--- src/design/fbm_pkg.sv ---
// Constants and carrier types for the flash bus mode controller.
// Assumes a 16-bit word-mode flash with 21 word-address pins and a 20 MHz system clock.
package fbm_pkg;

    localparam int T_CLK_NS = 50;
    localparam int ADDR_W = 21;
    localparam int DATA_W = 16;
    localparam int LOW_BYTE_W = 8;
    // Sector field: low six bits of the address field pick a 32 Kword sector
    localparam int SECT_LSB = 15;
    localparam int SECT_W = 6;
    localparam int PAGE_LSB = 2;
    localparam int BUF_MAX_WORDS = 16;
    localparam int BUF_CNT_W = 5;
    localparam int SYNC_STAGES = 2;
    localparam int CNT_W = 8;

    // Times in ns; plain defaults where no figure is given
    localparam int ADDR_ACCESS_NS = 100;
    localparam int SELECT_ACCESS_NS = 100;
    localparam int PAGE_ACCESS_NS = 30;
    localparam int WE_PULSE_NS = 60;
    localparam int WE_HIGH_NS = 60;
    localparam int MIN_RESET_PULSE_NS = 500;
    localparam int RESET_READY_NS = 200;
    localparam int ACC_SETUP_NS = 250;

    // Least times round up to whole cycles
    localparam int CYC_FULL = ((ADDR_ACCESS_NS > SELECT_ACCESS_NS ? ADDR_ACCESS_NS :
        SELECT_ACCESS_NS) + T_CLK_NS - 1) / T_CLK_NS;
    localparam int CYC_PAGE = (PAGE_ACCESS_NS + T_CLK_NS - 1) / T_CLK_NS;
    localparam int CYC_WP = (WE_PULSE_NS + T_CLK_NS - 1) / T_CLK_NS;
    localparam int CYC_WPH = (WE_HIGH_NS + T_CLK_NS - 1) / T_CLK_NS;
    localparam int CYC_RP = (MIN_RESET_PULSE_NS + T_CLK_NS - 1) / T_CLK_NS;
    localparam int CYC_RH = (RESET_READY_NS + T_CLK_NS - 1) / T_CLK_NS;
    localparam int CYC_ACCSU = (ACC_SETUP_NS + T_CLK_NS - 1) / T_CLK_NS;

    typedef enum logic [1:0] {
        FBM_OP_READ,
        FBM_OP_WRITE,
        FBM_OP_ACC_PROG,
        FBM_OP_RESET
    } fbm_op_e;

    typedef struct packed {
        fbm_op_e op;
        logic [ADDR_W-1:0] addr;
        logic [DATA_W-1:0] data;
        logic [DATA_W-1:0] code;
        logic bufWord;
        logic sectorMode;
    } fbm_req_s;

    typedef struct packed {
        logic valid;
        logic [DATA_W-1:0] data;
        logic refused;
        logic restart;
    } fbm_rsp_s;

    typedef struct packed {
        logic ceB;
        logic oeB;
        logic weB;
        logic resetB;
        logic accHigh;
        logic [ADDR_W-1:0] addr;
        logic [DATA_W-1:0] dataOut;
        logic dataOe;
    } fbm_pins_s;

endpackage

--- src/design/fbm_host.sv ---
// Host-side bus controller that drives an asynchronous parallel flash by its pins.
// Assumes one request at a time on the command port and a flash wired in word mode.
// Overview of operation
// - Command writes pulse write strobe low with select low and gate high.
// - A buffered programming run carries at most 16 words.
// - Accelerated programming uses the two-cycle program sequence.
// - Elevated voltage stands only during an accelerated program.
// - Host flags, through the restart bit of the response, a buffered run that a reset aborted; the user restarts it.
// - Reads drive select and gate low with write strobe high.
`timescale 1ns/1ns
module fbm_host
    import fbm_pkg::*;
#(
    parameter int BUF_WORDS = fbm_pkg::BUF_MAX_WORDS
) (
    input wire logic clk_sys,
    input wire logic rst_b,
    input wire fbm_pkg::fbm_req_s cmdReq,
    input wire logic cmdValid,
    output logic cmdReady,
    output fbm_pkg::fbm_rsp_s cmdRsp,
    output fbm_pkg::fbm_pins_s flashPins,
    input wire logic [fbm_pkg::DATA_W-1:0] flashDataIn
);
    import fbm_pkg::*;

    if (BUF_WORDS < 1 || BUF_WORDS > BUF_MAX_WORDS)
    begin : g_bad_buf
        $error("BUF_WORDS out of range");
    end
    if (CYC_RP >= (1 << CNT_W) || CYC_FULL + SYNC_STAGES >= (1 << CNT_W))
    begin : g_bad_cnt
        $error("Timing count too wide for counter");
    end

    typedef enum logic [2:0] {
        ST_IDLE,
        ST_RD_WAIT,
        ST_WR_LOW,
        ST_WR_HIGH,
        ST_ACC_RISE,
        ST_RST_LOW,
        ST_RST_RECOVER
    } fbm_state_e;

    typedef struct packed {
        fbm_state_e state;
        logic [CNT_W-1:0] cnt;
        fbm_pins_s pins;
        fbm_rsp_s rsp;
        logic ready;
        logic [DATA_W-1:0] hold;
        logic secondCycle;
        logic [BUF_CNT_W-1:0] bufCnt;
        logic pageOpen;
        logic [ADDR_W-1:PAGE_LSB] pageTag;
        logic restartDue;
    } fbm_ctl_s;

    localparam fbm_pins_s PINS_RST = '{ceB: 1'b1, oeB: 1'b1, weB: 1'b1, resetB: 1'b1,
        accHigh: 1'b0, addr: '0, dataOut: '0, dataOe: 1'b0};
    localparam logic [BUF_CNT_W-1:0] BUF_LIMIT = BUF_CNT_W'(BUF_WORDS);

    fbm_ctl_s ctl_reg;
    fbm_ctl_s ctl_next;
    logic [DATA_W-1:0] dataSync;
    logic [ADDR_W-1:0] effAddr;
    logic samePage;

    fbm_sync #(.WIDTH(DATA_W)) u_data_sync (
        .clk_sys(clk_sys),
        .rst_b(rst_b),
        .asyncIn(flashDataIn),
        .syncOut(dataSync)
    );

    // Sector mode takes a sector number and places it at the sector base
    assign effAddr = cmdReq.sectorMode ?
        {cmdReq.addr[SECT_W-1:0], {SECT_LSB{1'b0}}} : cmdReq.addr;
    assign samePage = ctl_reg.pageOpen && (effAddr[ADDR_W-1:PAGE_LSB] == ctl_reg.pageTag);

    always_comb
    begin
        ctl_next = ctl_reg;
        ctl_next.rsp.valid = 1'b0;
        ctl_next.rsp.refused = 1'b0;
        ctl_next.rsp.restart = 1'b0;
        unique case (ctl_reg.state)
            ST_IDLE:
            begin
                if (cmdValid && ctl_reg.ready)
                begin
                    unique case (cmdReq.op)
                        FBM_OP_READ:
                        begin
                            // Select and gate low, strobe high
                            ctl_next.pins.addr = effAddr;
                            ctl_next.pins.ceB = 1'b0;
                            ctl_next.pins.oeB = 1'b0;
                            ctl_next.pins.weB = 1'b1;
                            ctl_next.pins.dataOe = 1'b0;
                            ctl_next.ready = 1'b0;
                            ctl_next.state = ST_RD_WAIT;
                            // Page hits wait less, else full select time
                            ctl_next.cnt = samePage ? CNT_W'(CYC_PAGE + SYNC_STAGES - 1) :
                                CNT_W'(CYC_FULL + SYNC_STAGES - 1);
                        end
                        FBM_OP_WRITE:
                        begin
                            if (cmdReq.bufWord && ctl_reg.bufCnt == BUF_LIMIT)
                            begin
                                // Refuse a word beyond the buffer size
                                ctl_next.rsp.valid = 1'b1;
                                ctl_next.rsp.refused = 1'b1;
                            end
                            else
                            begin
                                ctl_next.bufCnt = cmdReq.bufWord ? ctl_reg.bufCnt + 1'b1 : '0;
                                ctl_next.pins.addr = effAddr;
                                ctl_next.pins.dataOut = cmdReq.data;
                                // Gate high no later than the cycle in which the strobe falls
                                ctl_next.pins.oeB = 1'b1;
                                ctl_next.pins.ceB = 1'b0;
                                ctl_next.pins.weB = 1'b0;
                                ctl_next.pins.dataOe = 1'b1;
                                ctl_next.pageOpen = 1'b0;
                                ctl_next.secondCycle = 1'b1;
                                ctl_next.cnt = CNT_W'(CYC_WP - 1);
                                ctl_next.ready = 1'b0;
                                ctl_next.state = ST_WR_LOW;
                            end
                        end
                        FBM_OP_ACC_PROG:
                        begin
                            // Raise the voltage only for this program
                            ctl_next.pins.accHigh = 1'b1;
                            ctl_next.pins.ceB = 1'b1;
                            ctl_next.pins.oeB = 1'b1;
                            ctl_next.pins.addr = effAddr;
                            ctl_next.pins.dataOut = cmdReq.code;
                            ctl_next.hold = cmdReq.data;
                            ctl_next.secondCycle = 1'b0;
                            ctl_next.pageOpen = 1'b0;
                            ctl_next.bufCnt = '0;
                            ctl_next.cnt = CNT_W'(CYC_ACCSU - 1);
                            ctl_next.ready = 1'b0;
                            ctl_next.state = ST_ACC_RISE;
                        end
                        FBM_OP_RESET:
                        begin
                            // Pulse at least the minimum width
                            ctl_next.pins = PINS_RST;
                            ctl_next.pins.resetB = 1'b0;
                            ctl_next.pins.addr = ctl_reg.pins.addr;
                            ctl_next.pageOpen = 1'b0;
                            ctl_next.restartDue = (ctl_reg.bufCnt != '0);
                            ctl_next.cnt = CNT_W'(CYC_RP - 1);
                            ctl_next.ready = 1'b0;
                            ctl_next.state = ST_RST_LOW;
                        end
                    endcase
                end
                else
                begin
                    // No back-to-back read: drop to standby
                    ctl_next.pins.ceB = 1'b1;
                    ctl_next.pins.oeB = 1'b1;
                    ctl_next.pageOpen = 1'b0;
                    ctl_next.ready = 1'b1;
                end
            end
            ST_RD_WAIT:
            begin
                ctl_next.cnt = ctl_reg.cnt - 1'b1;
                if (ctl_reg.cnt == '0)
                begin
                    ctl_next.rsp.valid = 1'b1;
                    ctl_next.rsp.data = dataSync;
                    ctl_next.pageOpen = 1'b1;
                    ctl_next.pageTag = ctl_reg.pins.addr[ADDR_W-1:PAGE_LSB];
                    ctl_next.ready = 1'b1;
                    ctl_next.state = ST_IDLE;
                end
            end
            ST_ACC_RISE:
            begin
                ctl_next.cnt = ctl_reg.cnt - 1'b1;
                if (ctl_reg.cnt == '0)
                begin
                    // First of the two bypass program cycles
                    ctl_next.pins.ceB = 1'b0;
                    ctl_next.pins.weB = 1'b0;
                    ctl_next.pins.dataOe = 1'b1;
                    ctl_next.cnt = CNT_W'(CYC_WP - 1);
                    ctl_next.state = ST_WR_LOW;
                end
            end
            ST_WR_LOW:
            begin
                ctl_next.cnt = ctl_reg.cnt - 1'b1;
                if (ctl_reg.cnt == '0)
                begin
                    ctl_next.pins.weB = 1'b1;
                    ctl_next.cnt = CNT_W'(CYC_WPH - 1);
                    ctl_next.state = ST_WR_HIGH;
                end
            end
            ST_WR_HIGH:
            begin
                ctl_next.cnt = ctl_reg.cnt - 1'b1;
                if (ctl_reg.cnt == '0)
                begin
                    if (!ctl_reg.secondCycle)
                    begin
                        // Program data cycle
                        ctl_next.pins.dataOut = ctl_reg.hold;
                        ctl_next.pins.weB = 1'b0;
                        ctl_next.secondCycle = 1'b1;
                        ctl_next.cnt = CNT_W'(CYC_WP - 1);
                        ctl_next.state = ST_WR_LOW;
                    end
                    else
                    begin
                        // Voltage falls as soon as the sequence ends
                        ctl_next.pins.accHigh = 1'b0;
                        ctl_next.pins.ceB = 1'b1;
                        ctl_next.pins.dataOe = 1'b0;
                        ctl_next.rsp.valid = 1'b1;
                        ctl_next.ready = 1'b1;
                        ctl_next.state = ST_IDLE;
                    end
                end
            end
            ST_RST_LOW:
            begin
                ctl_next.cnt = ctl_reg.cnt - 1'b1;
                if (ctl_reg.cnt == '0)
                begin
                    ctl_next.pins.resetB = 1'b1;
                    ctl_next.cnt = CNT_W'(CYC_RH - 1);
                    ctl_next.state = ST_RST_RECOVER;
                end
            end
            ST_RST_RECOVER:
            begin
                ctl_next.cnt = ctl_reg.cnt - 1'b1;
                if (ctl_reg.cnt == '0)
                begin
                    // Tell the user the aborted run must be restarted
                    ctl_next.rsp.valid = 1'b1;
                    ctl_next.rsp.restart = ctl_reg.restartDue;
                    ctl_next.restartDue = 1'b0;
                    ctl_next.bufCnt = '0;
                    ctl_next.ready = 1'b1;
                    ctl_next.state = ST_IDLE;
                end
            end
        endcase
    end

    always_ff @(posedge clk_sys or negedge rst_b)
    begin
        if (!rst_b)
        begin
            ctl_reg <= '{state: ST_IDLE, cnt: '0, pins: PINS_RST, rsp: '0, ready: 1'b0,
                hold: '0, secondCycle: 1'b0, bufCnt: '0, pageOpen: 1'b0, pageTag: '0,
                restartDue: 1'b0};
        end
        else
        begin
            ctl_reg <= ctl_next;
        end
    end

    assign cmdReady = ctl_reg.ready;
    assign cmdRsp = ctl_reg.rsp;
    assign flashPins = ctl_reg.pins;

    // Helper counters watched only by assertions
    logic [CNT_W-1:0] rstLowCnt;
    logic [CNT_W-1:0] oeLowCnt;
    logic [1:0] accStrobes;
    always_ff @(posedge clk_sys or negedge rst_b)
    begin
        if (!rst_b)
        begin
            rstLowCnt <= '0;
            oeLowCnt <= '0;
            accStrobes <= '0;
        end
        else
        begin
            rstLowCnt <= ctl_reg.pins.resetB ? '0 : rstLowCnt + 1'b1;
            oeLowCnt <= ctl_reg.pins.oeB ? '0 : oeLowCnt + 1'b1;
            if (!ctl_reg.pins.accHigh)
                accStrobes <= '0;
            else if (ctl_reg.pins.weB && !ctl_next.pins.weB)
                accStrobes <= accStrobes + 1'b1;
        end
    end
endmodule

--- src/design/fbm_sync.sv ---
// Two-flop synchroniser for the flash data bus.
// Assumes the input is asynchronous to clk_sys and only the last stage is read.
`timescale 1ns/1ns
module fbm_sync #(
    parameter int WIDTH = 16
) (
    input wire logic clk_sys,
    input wire logic rst_b,
    input wire logic [WIDTH-1:0] asyncIn,
    output logic [WIDTH-1:0] syncOut
);
    typedef struct packed {
        logic [WIDTH-1:0] meta;
        logic [WIDTH-1:0] stable;
    } fbm_sync_s;

    fbm_sync_s sync_reg;
    fbm_sync_s sync_next;

    always_comb
    begin
        sync_next.meta = asyncIn;
        sync_next.stable = sync_reg.meta;
    end

    always_ff @(posedge clk_sys or negedge rst_b)
    begin
        if (!rst_b)
        begin
            sync_reg <= '0;
        end
        else
        begin
            sync_reg <= sync_next;
        end
    end

    assign syncOut = sync_reg.stable;
endmodule

--- config.mk ---
export PLATFORM = sky130hd
export DESIGN_NAME = fbm_host
export DESIGN_NICKNAME = d
export VERILOG_FILES = /design/src/design/fbm_pkg.sv /design/src/design/fbm_host.sv /design/src/design/fbm_sync.sv
export SDC_FILE = /design/constraint.sdc
export NUM_CORES = 1
export LEC_CHECK = 0
export BUFFER_PORTS_ARGS = -buffer_cell sky130_fd_sc_hd__buf_2
export CAP_MARGIN = 20
export CORE_MARGIN = 4
export CORE_UTILIZATION = 30
export DETAILED_ROUTE_END_ITERATION = 16
export PLACE_DENSITY = 0.57
export SKIP_CTS_REPAIR_TIMING = 1
export SYNTH_ARGS = -nofsm -noshare
export SYNTH_HDL_FRONTEND = slang
export SYNTH_SLANG_ARGS = --single-unit
--- constraint.sdc ---
create_clock -name clk_sys -period 2.9 [get_ports clk_sys]
set_clock_uncertainty 0.15 [all_clocks]
set_input_delay 0.29 -clock clk_sys [delete_from_list [all_inputs] [get_ports clk_sys]]
set_output_delay 0.29 -clock clk_sys [all_outputs]
set_load 0.02 [all_outputs]
==> flow_summary.yaml, run 1 <==
power:
  p_seq_share_pct: 39.2
  internal_power_mw: 5.37
  combPwrFrac_pct: 35.2
  power.density_nw_per_um2: 972
  p_clk_share_pct: 25.6
  peakVddDrop_uv: 478
  p_leak_nw: 4.06
  p_sw_mw: 3.17
  switching_share_pct: 37.1
timing:
  max_freq_ghz: 0.400
  tightest_slew_ps: 688
  grt_setup_unrepaired: "false"
  period_minus_slack_ps: 2500
  relSlewSlack_pct: 54.1
  timing.hold.ws_ps: -2.15
  tns_ps: 0
  post-route-period-util_pct: 86.1
  final-setup-viol-count: 0
  slew_viol_final: 0
  hold_viol: 1
grt:
  grt_pass1_vias: 5023
  gr-usage-all-layers_pct: 12.7
  antenna_found_initial: 1
  grt_max_degree: 75
  grt-ovfl-total: 0
  grt_pass1_wl_mm: 26.8
critical_path:
  cp-end-kind: "register"
  worst-path-max-fanout: 32
  r2r_setup_slack_ps: 400
  regToRegEndpoint: "flashPins[1]"
  critPathLaunch: "ctl_reg[21]"
  arrival_ps: 2690
  critical_path.endpoint: "flashPins[1]"
  start_kind: "register"
  required_ps: 3100
  crit_type: "register to register"
  worstRegToRegCells: 9
  rr_startpoint: "ctl_reg[21]"
cts:
  cts_tree: "built"
  clock-root-buffer: "clkbuf_16"
  cts.clk_slew.worst_paths_ps: 70
  numCtsBuffers: 17
  clock_latency_ps: 410
  cts.sinks: 149
  h-tree-depth: 4
  max-clock-path-buffers: 2
synth:
  synthCells: 668
  synth_top_area_share_pct: 50.3
  synth-seq-cells: 149
  yosys.area_share.simple_pct: 12.4
  avgSynthCellArea_um2: 10.8
  synthFlopType: "dfrtp_1"
  syn_nets: 752
  synth.area.mux_share_pct: 8.33
  yosys.area_share.adder_pct: 1.39
  yosysWarnings: 0
  ys_seq_area_share_pct: 51.8
  synth_top_cell_by_area: "dfrtp_1"
  syn_area_um2: 7210
  synth-edff-count: 0
  synth.distinct_cells: 68
  synth_top_family_by_area: "compound AO/OA/AOI/OAI gates"
  synth-compound-area-share_pct: 15.1
  netlist_top_cells_area: "dfrtp_1 50%, buf_4 6.7%, mux2_2 6.1%"
  synth_xor_xnor_area_share_pct: 1.22
  ys_async_sr_fraction_pct: 100
floorplan:
  core_um2: 23500
  die_height_um: 163
  die_area_um2: 26600
  start_util_pct: 30.6
  ios: 139
  rows: 56
  fp.dieW_um: 163
place:
  io_buffers: 138
  dp_hpwl_mm: 11.9
  dpl-instance-area_um2: 7840
  place_congestion: 0.872
detailed_routing:
  route.vias.total: 5266
  drt_iter0_drc: 373
  drc: 0
  ant_nets: 0
  vias_per_cell: 4.71
  drt-pass1-iter-count: 5
  wl_per_cell_um: 15.4
  drt-total-wl_mm: 17.3
layout:
  fillCellCount: 2394
  num-nets-final: 869
  layout_commonest_cell: "dfrtp_1"
  n_antenna_cell: 0
  largest_reg_flops: 54
  drive_above_1_share_pct: 30.7
  area_delta_synth_final_pct: 21.9
  fin_area_um2: 8780
  mostFrequentLayoutCells: "145 x dfrtp_1, 137 x buf_2, 55 x nand2_1, 51 x o21ai_0, 42 x nor2_1"
status:
  violations: "hold timing"
  status: "finished with violations"
flow_run:
  cap_viol_max_count: 0
min_path:
  hold_path.class: "primary input to register"
[worst min-delay path by stage]
stage,start,to,slack (ps),cells after the start
floorplan,rst_b,cmdReady,-160,0
global placement,u_data_sync.sync_next[2],u_data_sync.syncOut[2],180,0
detailed placement,u_data_sync.sync_next[11],u_data_sync.syncOut[11],180,0
CTS,rst_b,u_data_sync.sync_next[7],-230,1
global route,cmdReq[47],flashPins[30],2,3
finish,cmdReq[48],flashPins[31],-2,3
[layout make-up]
class                   instances  area [um^2]  share of cell area, %
clock buffers                  18          439                   5.00
clock inverters                14          151                   1.72
inverters                      16         60.1                  0.684
multi-input cells             408         2770                   31.5
flip-flops and latches        149         3730                   42.5
well taps                     319          399                   4.54
repair buffers                193         1230                   14.1
[logic make-up (layout without fill, tap and decap cells)]
group / after synthesis / count (layout)
simple gates: 171 / 171
compound gates: 165 / 165
flops: 149 / 149
buf+inv: 111 / 241
mux: 54 / 54
xor+xnor: 10 / 10
fa+ha+maj: 8 / 8
[per-layer routing]
metal	vias up	global-route usage [%]	part of all wire [%]
li1	2532	-	-
met1	2603	17.1	45
met2	117	20.8	50
met3	12	2.89	4.2
met4	2	3.16	0.99
met5	-	0	0.075
[synth_stat cells (4+ instances only)]
library cell  instances
a22oi_1              17
buf_2                11
a31oi_1               7
a22o_1               16
mux2_2               39
xnor2_1               9
buf_6                 5
nor2b_1               6
nand3_1               4
dfstp_2               4
mux2i_1               6
nand2_1              55
nand2b_1             22
o31ai_1               7
inv_1                16
ha_1                  8
a21oi_1              32
nor2_1               42
mux2_1                9
clkbuf_1             15
o21ai_0              51
dfrtp_1             145
buf_4                64
nor3_1                8
and3_1                4
o32ai_1               4
[power by group through the flow]
| stage | Sequential [mW] | Clock, mW | Combinational, mW |
|---|---|---|---|
| global placement | 3.36 | 0 | 2.94 |
| CTS | 3.34 | 2.26 | 3.00 |
| floorplan | 3.20 | 0 | 2.66 |
| global route | 3.45 | 2.35 | 3.31 |
| detailed placement | 3.37 | 0 | 2.98 |
| finish | 3.34 | 2.19 | 3.00 |
[through the flow]
stage | util [%] | hold slack, ps | power, mW | instances | setup WS (ps)
2_1_floorplan | - | -156 | 5.86 | 668 | 656
3_3_place_gp | 33.3 | 183 | 6.29 | 1050 | 492
3_5_place_dp | 33.3 | 185 | 6.35 | 1050 | 428
4_1_cts | 35.8 | -229 | 8.60 | 1082 | 417
5_1_grt | 37.3 | 1.79 | 9.11 | 1117 | 149
6_report | 37.3 | -2.15 | 8.54 | 1117 | 402
[critical path: stages, from the launching register on]
cell and delay (ps):
dfrtp_1 410, inv_1 60, ha_1 180, nor3b_1 140, and4_1 300, or4_4 580, o21ai_4 70, buf_4 320
nor2_1 80, a21oi_1 140
No activity file was read; power rests on OpenSTA's default activity.
==> run 2, diff against run 1 <==
--- a/config.mk
+++ b/config.mk
@@ -8,8 +8,8 @@
 export BUFFER_PORTS_ARGS = -buffer_cell sky130_fd_sc_hd__buf_2
 export CAP_MARGIN = 20
-export CORE_MARGIN = 4
 export CORE_UTILIZATION = 30
 export DETAILED_ROUTE_END_ITERATION = 16
 export PLACE_DENSITY = 0.57
+export RECOVER_POWER = 100
 export SKIP_CTS_REPAIR_TIMING = 1
 export SYNTH_ARGS = -nofsm -noshare
==> constraint.sdc (replaced) <==
create_clock -name clk_sys -period 2.9 [get_ports clk_sys]
set_clock_uncertainty 0.15 [all_clocks]
set_input_delay 0.145 -clock clk_sys [delete_from_list [all_inputs] [get_ports clk_sys]]
set_output_delay 0.145 -clock clk_sys [all_outputs]
set_load 0.02 [all_outputs]
==> run 2 against run 1 <==
Net effect:
- the flow still finishes with violations (hold timing)
- largest power group unchanged
- cell area is 1.1% higher
- die area is 7.2% lower
- global-route usage is 0.60 points higher
- via count is 0.63% higher
- power is 0.34% lower
- final cell count is 1.5% higher
==> flow_summary.yaml, run 2 (synthesis gave the netlist of run 1 again) <==
floorplan:
  rows: 56
  die_height_um: 157
  ios: 139
  start_util_pct: 30.6
  die_area_um2: 24600
  core_um2: 23500
  fp.dieW_um: 157
detailed_routing:
  drc: 0
  route.vias.total: 5299
  ant_nets: 0
  wl_per_cell_um: 14.8
  drt_iter0_drc: 408
  drt-total-wl_mm: 16.8
  drt-pass1-iter-count: 5
  vias_per_cell: 4.67
timing:
  hold_viol: 2
  tns_ps: 0
  max_freq_ghz: 0.388
  post-route-period-util_pct: 88.9
  final-setup-viol-count: 0
  timing.hold.ws_ps: -10.3
  slew_viol_final: 0
  grt_setup_unrepaired: "false"
  tightest_slew_ps: 1460
  relSlewSlack_pct: 2.83
  period_minus_slack_ps: 2580
layout:
  multi_input_area_um2: 2760
  area_delta_synth_final_pct: 23.2
  mostFrequentLayoutCells: "145 x dfrtp_1, 74 x buf_2, 65 x clkbuf_1, 55 x nand2_1, 54 x dlygate4sd3_1"
  num-nets-final: 884
  largest_reg_flops: 54
  seq_area_um2: 3730
  layout_commonest_cell: "dfrtp_1"
  stdcell_count: 1134
  drive_above_1_share_pct: 21.4
  fillCellCount: 2396
status:
  violations: "hold timing"
  status: "finished with violations"
power:
  peakVddDrop_uv: 424
  power.density_nw_per_um2: 958
  p_leak_nw: 3.91
critical_path:
  start_kind: "register"
  cp-end-kind: "register"
  arrival_ps: 2720
  required_ps: 3040
  worst-path-max-fanout: 9
  crit_type: "register to register"
grt:
  grt_pass1_wl_mm: 25.2
  grt_pass1_vias: 4811
  gr-usage-all-layers_pct: 13.3
  antenna_found_initial: 3
  grt-ovfl-total: 0
  grt_max_degree: 63
place:
  dp_hpwl_mm: 11.3
  place_congestion: 0.835
  io_buffers: 138
  dp_cells: 1046
min_path:
  hold_path.class: "primary input to register"
cts:
  cts_tree: "built"
  max-clock-path-buffers: 2
  cts.clk_slew.worst_paths_ps: 60
  h-tree-depth: 4
  clock-root-buffer: "clkbuf_16"
  numCtsBuffers: 17
  cts.sinks: 149
  clock_latency_ps: 420
flow_run:
  cap_viol_max_count: 0
run 2: cell types whose count changed in the layout (fill, tap and decap cells not counted), sizes merged:
cell / delta
buf: -71
inv: +2
dlygate4sd3: +19
diode: +2
bufinv: +1
clkinv: -5
clkbuf: +69
run 2: routing by layer:
metal	vias to the layer above	part of all wire [%]	track usage (%)
met4	2	0.72	5.60
met1	2602	46	17.4
li1	2571	-	-
met3	8	4.8	3.80
met5	-	0.078	0
met2	116	48	20.4
run 2: layout make-up:
class | instances | area share, %
inverters | 16 | 0.677
flip-flops and latches | 149 | 42.1
multi-input cells | 408 | 31.0
repair buffers | 208 | 14.7
clock buffers | 20 | 5.14
clock inverters | 12 | 1.87
well taps | 319 | 4.50
diodes | 2 | 0.0564
run 2: report_power, final:
part,total (mW),internal (mW),leakage [nW],switching [mW]
sequential,3.35,2.81,1.86,0.539
clock,2.31,1.42,0.298,0.890
combinational,2.86,1.14,1.75,1.72
total,8.51,5.36,3.91,3.14
run 2: path summary, 6_finish.rpt:
check	startpoint	endpoint	slack, ps	depth (start not counted)
setup / recovery	ctl_reg[21]	ctl_reg[112]	320	7
hold / removal	cmdReq[1]	ctl_reg[22]	-10	3
max in group asynchronous	rst_b	u_data_sync.sync_next[10]	630	3
min in group asynchronous	rst_b	u_data_sync.syncOut[3]	480	2
hold reg to reg	u_data_sync.sync_next[2]	u_data_sync.syncOut[2]	200	0
setup reg to reg	ctl_reg[21]	ctl_reg[112]	320	7
run 2: worst max-delay path: stages, from the launching register on:
cell     delay, ps
dfrtp_1        400
inv_1           60
ha_1           180
nor3b_1        140
and4_1         300
o21ai_0        800
o21ai_0        200
a21o_1         220
run 2: metrics by stage:
step                setup WS [ps]  total power [mW]  cell area (um^2)  util (%)
floorplan                     656              5.86              7210         -
global placement              423              6.25              7810      33.2
detailed placement            380              6.31              7810      33.2
CTS                           376              8.66              8440      35.8
global route                  182              9.06              8870      37.7
finish                        321              8.51              8880      37.7
==> run 3, diff against run 2 <==
CTS_BUF_LIST = sky130_fd_sc_hd__clkbuf_16   (was not set)
==> run 3 against run 2 <==
Net effect:
- the flow still finishes with violations (hold timing)
- register-to-register slack about the same
- first-iteration DRC count is 0.49% lower
- sequential share of layout area rose by 0.095 points
- die area did not move
- non-clock buffer count unchanged
- via count hardly changed
- power is 0.71% lower
- global-route usage is essentially flat
- combinational power about the same
- worst setup slack gained 13 ps
- highest routed layer unchanged
==> flow_summary.yaml, run 3 (synthesis gave the netlist of run 1 again) <==
status:
  status: "finished with violations"
  violations: "hold timing"
cts:
  h-tree-depth: 4
  cts.sinks: 149
  max-clock-path-buffers: 2
  cts_tree: "built"
  numCtsBuffers: 17
  cts.clk_slew.worst_paths_ps: 60
  clock_latency_ps: 420
  clock-root-buffer: "clkbuf_16"
layout:
  fin_util_pct: 37.6
  layout_commonest_cell: "dfrtp_1"
  fillCellCount: 2400
  area_delta_synth_final_pct: 22.9
  multi_input_area_um2: 2760
  mostFrequentLayoutCells: "145 x dfrtp_1, 74 x buf_2, 64 x clkbuf_1, 55 x nand2_1, 54 x dlygate4sd3_1"
  seq_area_um2: 3730
  fin_area_um2: 8860
  largest_reg_flops: 54
  drive_above_1_share_pct: 21.2
  stdcell_count: 1134
  num-nets-final: 884
timing:
  grt_setup_unrepaired: "false"
  slew_viol_final: 0
  tightest_slew_ps: 1460
  post-route-period-util_pct: 88.5
  timing.hold.ws_ps: -8.92
  relSlewSlack_pct: 2.98
  period_minus_slack_ps: 2570
  final-setup-viol-count: 0
  tns_ps: 0
  max_freq_ghz: 0.390
  hold_viol: 2
min_path:
  min_from: "cmdReq[1]"
  hold_path.class: "primary input to register"
critical_path:
  critical_path.endpoint: "ctl_reg[108]"
  arrival_ps: 2700
  crit_slowest_cell: "o21ai_0"
  r2r_setup_slack_ps: 330
  path_cells: "inv_1, ha_1, nor3b_1, and4_1, o21ai_0, o21ai_0, nand2_1, o21ai_0"
  rr_startpoint: "ctl_reg[21]"
  regToRegEndpoint: "ctl_reg[108]"
  cp.depth: 8
  cpMostUsedCell: "o21ai_0"
  critPathLaunch: "ctl_reg[21]"
  worstRegToRegCells: 8
  path_buf_inv: 1
  worst-path-max-fanout: 9
  required_ps: 3030
  crit_family: "compound AO/OA/AOI/OAI gates"
  start_kind: "register"
  cp-end-kind: "register"
  crit_type: "register to register"
  crit_path_max_incr_delay_ps: 790
power:
  power.density_nw_per_um2: 954
  p_clk_share_pct: 26.6
  peakVddDrop_uv: 428
  p_sw_mw: 3.14
  internal_power_mw: 5.31
  combPwrFrac_pct: 33.8
  p_seq_share_pct: 39.6
  p_leak_nw: 3.90
  switching_share_pct: 37.2
detailed_routing:
  drt_iter0_drc: 406
  drt-pass1-iter-count: 5
  ant_nets: 0
  drt-total-wl_mm: 16.7
  wl_per_cell_um: 14.8
  drc: 0
  route.vias.total: 5294
  vias_per_cell: 4.67
floorplan:
  fp.dieW_um: 157
  die_height_um: 157
  die_area_um2: 24600
  ios: 139
  start_util_pct: 30.6
  rows: 56
  core_um2: 23500
grt:
  grt_max_degree: 63
  antenna_found_initial: 3
  grt_pass1_wl_mm: 25.2
  gr-usage-all-layers_pct: 13.3
  grt_pass1_vias: 4808
  grt-ovfl-total: 0
place:
  dpl-instance-area_um2: 7810
  io_buffers: 138
  dp_cells: 1046
  dp_hpwl_mm: 11.3
  place_congestion: 0.835
flow_run:
  cap_viol_max_count: 0
-- run 3: cell types whose count changed in the layout (fill, tap and decap cells not counted) --
cell      before  now
inv_1         16   17
clkinv_1       0    2
clkbuf_8       2    0
clkbuf_1      65   64
-- run 3: worst min-delay path by stage --
stage,end,slack [ps],cells past startpoint
global route,flashPins[16],7,4
finish,ctl_reg[22],-9,3
global placement,u_data_sync.syncOut[3],3,1
detailed placement,u_data_sync.syncOut[3],-2,1
floorplan,cmdReady,-300,0
CTS,u_data_sync.syncOut[3],-450,1
-- run 3: area by class of cell --
type / count / area share (%)
diodes: 2 / 0.0565
clock buffers: 17 / 4.80
clock inverters: 15 / 2.01
inverters: 16 / 0.678
multi-input cells: 408 / 31.1
flip-flops and latches: 149 / 42.2
well taps: 319 / 4.51
repair buffers: 208 / 14.7
-- run 3: routing by layer --
layer	wire [um]	track usage, %
met2	8080	20.4
met4	152	5.60
met1	7680	17.4
met3	816	3.80
met5	13	0
-- run 3: power by group through the flow --
| stage | clock network, mW | registers [mW] | logic, mW |
|---|---|---|---|
| after floorplan | 0 | 3.20 | 2.66 |
| after global routing | 2.40 | 3.45 | 3.14 |
| after global placement | 0 | 3.36 | 2.89 |
| final | 2.25 | 3.35 | 2.85 |
| after detailed placement | 0 | 3.37 | 2.93 |
| after CTS | 2.32 | 3.34 | 2.94 |
-- run 3: worst reg2reg max path, cell delays in order, from the launching register on --
cell,delay (ps)
dfrtp_1,400
inv_1,60
ha_1,180
nor3b_1,140
and4_1,300
o21ai_0,790
o21ai_0,210
nand2_1,110
o21ai_0,90
-- run 3: through the flow --
stage          hold WS (ps)  power (mW)  setup slack [ps]
4_1_cts                -450        8.60               376
6_report              -8.92        8.45               333
3_5_place_dp          -1.63        6.31               380
5_1_grt                7.10        9.00               182
3_3_place_gp           3.13        6.25               423
2_1_floorplan          -301        5.86               656
